===== src/rtl/rrc_pkg.sv =====
// Package with the types and constants of the rotate-right-through-link datapath slice.
package rrc_pkg;
   localparam int unsigned DATA_W = 8;
   localparam int unsigned MSB_POS = 7;
   localparam int unsigned LSB_POS = 0;
   localparam logic [7:0] ACC_RESET = 8'h00;
   localparam logic [7:0] ZERO_BYTE = 8'h00;
   localparam logic LINK_RESET = 1'h0;
   localparam logic MSB_RESET = 1'h0;
   localparam logic ZERO_RESET = 1'h0;
   localparam logic WR_EN_RESET = 1'h0;
   localparam logic [7:0] WR_DATA_RESET = 8'h00;
   localparam logic TARGET_ACC = 1'h0;
   localparam logic TARGET_FILE = 1'h1;

   typedef struct packed {
      logic       rotate_right_link_op;
      logic       target_sel;
      logic [7:0] operand;
   } rrc_req_t;

   typedef struct packed {
      logic       write_en;
      logic [7:0] data;
   } rrc_file_wr_t;

   typedef struct packed {
      logic link;
      logic msb;
      logic zero;
   } rrc_flags_t;
endpackage


===== src/rtl/rrc_core.sv =====
// Rotate-right-through-link datapath slice with accumulator and status flags.
module rrc_core
(
   input  wire logic              clk,
   input  wire logic              rstn,
   input  wire rrc_pkg::rrc_req_t req,
   output rrc_pkg::rrc_file_wr_t  file_wr,
   output logic [7:0]             acc,
   output rrc_pkg::rrc_flags_t    flags
);

   wire logic [7:0] next_result;
   logic            link;
   logic            msb;
   logic            zero;
   logic            result_zero;
   logic            take_acc;
   logic            take_file;
   logic            wr_en;
   logic [7:0]      wr_data;

   // Each result bit takes its upper neighbour from the operand; only the top bit differs.
   for (genvar bit_idx = 0; bit_idx < rrc_pkg::DATA_W; bit_idx++)
   begin : g_rotate
      if (bit_idx == rrc_pkg::MSB_POS)
      begin : g_top
         // The link flag is read before this edge's update, so the old value fills the top bit.
         assign next_result[bit_idx] = link;
      end
      else
      begin : g_low
         assign next_result[bit_idx] = req.operand[bit_idx + 1];
      end
   end

   always_comb
   begin
      take_acc  = 1'h0;
      take_file = 1'h0;
      if (req.rotate_right_link_op)
      begin
         unique case (req.target_sel)
            rrc_pkg::TARGET_ACC:
            begin
               take_acc = 1'h1;
            end
            rrc_pkg::TARGET_FILE:
            begin
               take_file = 1'h1;
            end
         endcase
      end
   end

   always_comb
   begin
      result_zero = (next_result == rrc_pkg::ZERO_BYTE);
   end

   always_ff @(posedge clk or negedge rstn)
   begin
      if (!rstn)
      begin
         link <= rrc_pkg::LINK_RESET;
      end
      else if (req.rotate_right_link_op)
      begin
         link <= req.operand[rrc_pkg::LSB_POS];
      end
   end

   always_ff @(posedge clk or negedge rstn)
   begin
      if (!rstn)
      begin
         msb <= rrc_pkg::MSB_RESET;
      end
      else if (req.rotate_right_link_op)
      begin
         msb <= next_result[rrc_pkg::MSB_POS];
      end
   end

   always_ff @(posedge clk or negedge rstn)
   begin
      if (!rstn)
      begin
         zero <= rrc_pkg::ZERO_RESET;
      end
      else if (req.rotate_right_link_op)
      begin
         zero <= result_zero;
      end
   end

   always_ff @(posedge clk or negedge rstn)
   begin
      if (!rstn)
      begin
         acc <= rrc_pkg::ACC_RESET;
      end
      else if (take_acc)
      begin
         acc <= next_result;
      end
   end

   // The write strobe is registered so that it lines up with its data for the file.
   always_ff @(posedge clk or negedge rstn)
   begin
      if (!rstn)
      begin
         wr_en <= rrc_pkg::WR_EN_RESET;
      end
      else
      begin
         wr_en <= take_file;
      end
   end

   // The data follows the rotator every cycle, saving a load enable; only the strobe marks a write.
   always_ff @(posedge clk or negedge rstn)
   begin
      if (!rstn)
      begin
         wr_data <= rrc_pkg::WR_DATA_RESET;
      end
      else
      begin
         wr_data <= next_result;
      end
   end

   always_comb
   begin
      flags.link       = link;
      flags.msb        = msb;
      flags.zero       = zero;
      file_wr.write_en = wr_en;
      file_wr.data     = wr_data;
   end

endmodule


===== config.mk =====
export PLATFORM = sky130hd
export DESIGN_NAME = rrc_core
export DESIGN_NICKNAME = d
export VERILOG_FILES = /design/src/rtl/rrc_pkg.sv /design/src/rtl/rrc_core.sv
export SDC_FILE = /design/constraint.sdc
export NUM_CORES = 1
export LEC_CHECK = 0
export ABC_CLOCK_PERIOD_IN_PS = 2600
export CORE_MARGIN = 2
export CORE_UTILIZATION = 53
export CTS_CLUSTER_SIZE = 25
export DETAILED_ROUTE_END_ITERATION = 10
export DONT_BUFFER_PORTS = 1
export PLACE_DENSITY = 0.68
export SLEW_MARGIN = 15
export SYNTH_ARGS = -nofsm -noshare
export SYNTH_HDL_FRONTEND = slang
export SYNTH_SLANG_ARGS = --single-unit

===== constraint.sdc =====
create_clock -name clk -period 2.6 [get_ports clk]
set_clock_uncertainty 0.15 [all_clocks]
set_input_delay 0.39 -clock clk [delete_from_list [all_inputs] [get_ports clk]]
set_output_delay 0.39 -clock clk [all_outputs]
set_load 0.05 [all_outputs]

# Word level (Yosys, flattened, before mapping)
# Index checks and enable logic that the tools add are counted.
# totals
in_bits,12
regBits,20
# op_classes
n_mux,4
n_reduce_logical,1
# op_table
op,count
zero test 8 bit,1
2-to-1 mux 1 bit,4

# Longest topological paths before layout
# Gate-level depths: netlist (run 1).
# depth
depth_word,2
mapped_depth,3
mapped_depth_nobuf,2

# Least setup slack after synthesis (run 1)
# Ideal clock, no wire load.
# synth_path
path_type,input port to flip-flop
start,in req[8] (netlist name)
end,reg acc[0]
slack_ns,1.377
path_stages,3
path_buffers,1
arrival_time_ns,0.948
path_cell_list,nand2b_1 > buf_6 > mux2_4
# synth_between
elab_chain_cells,2
# synth_rtl
element,line_no,rtl
"start, declared",rrc_core.sv:6,"input wire rrc_pkg::rrc_req_t req,"
2-to-1 mux 1 bit,rrc_core.sv:42,unique case (req.target_sel)
2-to-1 mux 1 bit,rrc_core.sv:40,if (req.rotate_right_link_op)
"end signal, assigned",rrc_core.sv:100,acc <= rrc_pkg::ACC_RESET;
"end signal, assigned",rrc_core.sv:104,acc <= next_result;
"end, declared",rrc_core.sv:8,"output logic [7:0] acc,"
# No other way between the ends.
# A chain may end at the register's enable or synchronous reset.

# Worst setup path after layout (run 1)
# layout_path
start,reg link
end,out flags[2] (netlist name)
# layout_lines
element,line_no,rtl
"start, declared",rrc_core.sv:13,logic link;
"start signal, assigned",rrc_core.sv:64,link <= rrc_pkg::LINK_RESET;
"start signal, assigned",rrc_core.sv:68,link <= req.operand[rrc_pkg::LSB_POS];
"end, declared",rrc_core.sv:9,output rrc_pkg::rrc_flags_t flags
# No word-level cell between the ends.

==> results of run 1 <==
[state kept, by name (all words and copies together) (netlist names)]
register,cells
wr_en,1
wr_data,8
zero,1
msb,1
acc,8
link,1
[synthesized netlist by cell type, drive strengths merged]
cell,n
nor2,1
nor3,1
mux2,10
nand2b,1
a32o,1
inv,1
nor4b,1
and2,1
buf,5
dfrtp,20
[area by class of cell]
cell class,count,area [um^2],share of cell area
clock buffer,3,22.52,0.02786
tap,15,18.77,0.02322
timing repair buffer,8,80.08,0.09907
multi-input combinational,16,182.7,0.2260
inverter,1,3.754,0.004644
sequential,20,500.5,0.6192
[worst min path at each step]
stage,from,to,slack (ns),cells after the start
floorplan,rstn,acc[0],-0.06,0
global placement,rstn,zero,-0.06,0
detailed placement,rstn,acc[6],-0.06,0
CTS,req[9],wr_en,0.07,1
global route,req[9],wr_en,0.07,1
finish,req[9],wr_en,0.08,1
[per-layer routing]
layer,share of wire,up-vias
li1,-,149
met1,0.37,177
met2,0.52,21
met3,0.10,2
met4,0.0033,0
met5,0,-
[power by group]
part,switching (mW),total [mW],internal (mW)
clock,0.0812,0.135,0.0538
sequential,0.134,0.474,0.340
combinational,0.0169,0.0571,0.0402
total,0.232,0.666,0.434
[timing repair]
action | 4_1_cts | 5_1_grt
endpoints found under the hold margin | 27 | 0
setup buffers | 0 | 0
hold buffers | 8 | 0
[through the flow]
step           setup slack [ns]  power (mW)
6_report                  1.064      0.6658
5_1_grt                   1.003      0.6993
4_1_cts                   1.045      0.6734
3_3_place_gp              1.169      0.5205
3_5_place_dp              1.125      0.5236
2_1_floorplan             1.377      0.5220
[cells by family after synthesis]
family,after synthesis,share of synthesized area
muxes,10,0.1959
buffers and inverters,6,0.06185
and+or+nand+nor,5,0.04124
AOI/OAI and AO/OA,1,0.01375
DFF,20,0.6873
==> flow_summary.ini, run 1 <==
[global_routing]
antenna_found_initial = 0
busiest_layer = met2
met2_usage = 0.2969
grt_use_total = 0.1680
grt_overflow = 0
grt_max_degree = 21
grt_pass1_vias = 398
gr-usage-met1 = 0.1719
grt_pass1_wl_um = 1725
use_met3 = 0.04891

[yosys]
yosysSeqAreaShare = 0.6873
syn_inst = 42
yosys_warnings = 0
netlist_area_um2 = 728.2
ys_ff_latch = 20
synth_top_cell_area_share = 0.6873
ys_top_cells_by_area = dfrtp_1, mux2_4, buf_4, mux2_2, buf_6
yosysTopAreaCell = dfrtp_1
yosysUniqueCellTypes = 12
synth.net_count = 54
syn_area_per_cell_um2 = 17.34

[finish]
final_nets = 62
final_cell_mix = dfrtp_1, mux2_4, dlygate4sd3_1
drive_gt1_frac = 0.2708
final_common_cell = dfrtp_1
n_antenna_cell = 0
postLayoutCellArea_um2 = 808.3
fin_util = 0.6290
stdcell_count = 63
area_growth_syn_to_layout_pct = 11.00
n_fill_cell = 95

[clock_network]
clk_path_buf_depth = 2
h-tree-depth = 1
clock_latency_ns = 0.28
cts_root_buf = clkbuf_4
cts_made_buffers = 3
clock-sinks = 20
cts_resized = 0
cts.clk_slew.worst_paths_ns = 0.10
cts_tree = yes

[sta]
period_share = 0.5909
rsz0062_at_grt = false
hold_ws_ns = 0.07753
finalMaxSlewViolations = 0
max_slew_margin = 0.4356
worst_pin_slew_ns = 0.8438
final-setup-viol-count = 0
fmax_mhz = 650.9
hold_violations = 0
period_minus_slack_ns = 1.536
tns_ns = 0

[detailed_routing]
drt_iter0_drc = 7
wirelength_um = 1201
postRouteAntennaNets = 0
num_vias = 349
drtPass1Iterations = 2
viasPerCell = 5.540
wl_per_cell_um = 19.06
drc_errors = 0

[worst_setup_path]
worst-path-stages = 0
cp.required_ns = 2.06
crit_start = link
cp-endpoint = flags[2]
r2r_slack_ns = 1.24
setup.worst_path.end_class = output pin
critPathKind = flop to output pin
cp-start-kind = flop
critPathMaxFanout = 6
worst-r2r-cell-count = 2
r2r-end = zero
cp.arrival_ns = 1.00
worstReg2RegStart = link

[run]
drv_cap = 0

[run_status]
outcome = completed

[pwr]
ir_worst_vdd_mv = 0.4738
p_leak_nw = 0.3800
power.density_nw_per_um2 = 823.7

[floorplan]
core_area_um2 = 1285
fp.dieH_um = 41.07
die_w_um = 41.07
placementRows = 13
ios = 32
die-area_um2 = 1686
initial_core_util = 0.5667

[placement]
port_buffers = 0
place_congestion = 0.5657
dp_cells = 52
postPlaceCellArea_um2 = 705.7

[min_path]
hold_path.class = input pin to flop
(Power assumes the default switching activity.)
==> run 2: changes to the inputs <==
--- a/config.mk
+++ b/config.mk
@@ -5,7 +5,7 @@
 export SDC_FILE = /design/constraint.sdc
 export NUM_CORES = 1
 export LEC_CHECK = 0
-export ABC_CLOCK_PERIOD_IN_PS = 2600
+export ABC_CLOCK_PERIOD_IN_PS = 1500
 export CORE_MARGIN = 2
 export CORE_UTILIZATION = 53
 export CTS_CLUSTER_SIZE = 25
==> constraint.sdc (replaced) <==
create_clock -name clk -period 1.5 [get_ports clk]
set_clock_uncertainty 0.15 [all_clocks]
set_input_delay 0.225 -clock clk [delete_from_list [all_inputs] [get_ports clk]]
set_output_delay 0.225 -clock clk [all_outputs]
set_load 0.05 [all_outputs]
==> flow_summary.ini, run 2 (same netlist as run 1, synthesis figures left out) <==
[finish]
drive_gt1_frac = 0.4063
final_common_cell = dfrtp_1
area_growth_syn_to_layout_pct = 29.38
final_nets = 77
n_antenna_cell = 0
final_cell_mix = dfrtp_1, buf_4, dlygate4sd3_1
reg_top3 = acc: 8 flops, wr_data: 8 flops

[worst_setup_path]
r2r-end = zero
cp-start-kind = flop
cp.required_ns = 1.12
cp.arrival_ns = 0.95
r2r_slack_ns = 0.38
setup.worst_path.end_class = output pin
worstReg2RegStart = zero
worst-r2r-cell-count = 1
worst-path-stages = 0
critPathKind = flop to output pin
critPathMaxFanout = 2

[detailed_routing]
wl_per_cell_um = 16.72
postRouteAntennaNets = 0
viasPerCell = 4.975
drtPass1Iterations = 2
num_vias = 393
drc_errors = 0
drt_iter0_drc = 4
wirelength_um = 1321

[floorplan]
fp.dieH_um = 41.07
core_area_um2 = 1285
placementRows = 13
ios = 32
initial_core_util = 0.5667
die_w_um = 41.07
die-area_um2 = 1686

[sta]
max_slew_margin = 0.4273
hold_violations = 0
worst_pin_slew_ns = 0.8563
final-setup-viol-count = 0
period_minus_slack_ns = 1.329
fmax_mhz = 752.6
finalWorstSetupSlack_ns = 0.1712
finalMaxSlewViolations = 0
tns_ns = 0
period_share = 0.8858
rsz0062_at_grt = false

[clock_network]
cts_root_buf = clkbuf_4
cts_resized = 0
clock_latency_ns = 0.29
clock-sinks = 20
h-tree-depth = 1
clk_path_buf_depth = 2
cts_hold_buf = 11
cts_made_buffers = 3
cts.clk_slew.worst_paths_ns = 0.11
cts_setup_buffers = 0
cts_tree = yes

[placement]
dp_hpwl_um = 926
place_congestion = 0.5970
pre_cts_ws_ns = 0.3691
port_buffers = 0

[min_path]
hold_path.class = input pin to flop
hp-start = req[3]
min_to = zero
hold_depth = 2

[global_routing]
antenna_found_initial = 0
grt_overflow = 0
use_met3 = 0.03804
busiest_layer = met2
grt_max_degree = 21
met2_usage = 0.3203
grt_use_total = 0.1883
grt_pass1_vias = 434
gr-usage-met1 = 0.2300
grt_pass1_wl_um = 1980

[pwr]
ir_worst_vdd_mv = 0.8383
power.density_nw_per_um2 = 1376
p_leak_nw = 0.4570

[run_status]
outcome = completed

[run]
drv_cap = 0
run 2: how the worst max path moves through the flow:
stage                 from  endpoint  slack (ns)
global route          link  flags[2]        0.12
floorplan           acc[0]    acc[0]        0.36
CTS                   zero  flags[0]        0.16
detailed placement  req[8]    acc[6]        0.37
global placement      zero      zero        0.40
finish                zero  flags[0]        0.17
run 2: metal layers:
layer	up-vias	wire length (um)
met5	-	0
met4	0	0
met3	0	105
met2	20	669
met1	193	546
li1	180	-
run 2: through the flow:
step	std cells	hold WS (ns)	area [um^2]	utilization	total power [mW]
after floorplan	42	-0.2206	728.2	-	0.9048
after global placement	64	-0.2202	795.8	0.6193	0.9688
after detailed placement	64	-0.2201	795.8	0.6193	0.9740
after CTS	79	0.03442	942.2	0.7332	1.311
after global routing	79	0.03122	942.2	0.7332	1.366
final	79	0.02910	942.2	0.7332	1.297
run 2: area by class of cell:
class	count	area [um^2]
Tap cell	15	18.77
Sequential cell	20	500.5
Clock buffer	4	36.28
Fill cell	85	342.8
Timing Repair Buffer	23	200.2
Multi-Input combinational cell	16	182.7
Inverter	1	3.754
run 2: where the power goes:
part	total (mW)	leakage [nW]	internal [mW]	switching, mW
sequential	0.673	0.237	0.592	0.0811
combinational	0.325	0.199	0.129	0.197
clock	0.299	0.0210	0.148	0.151
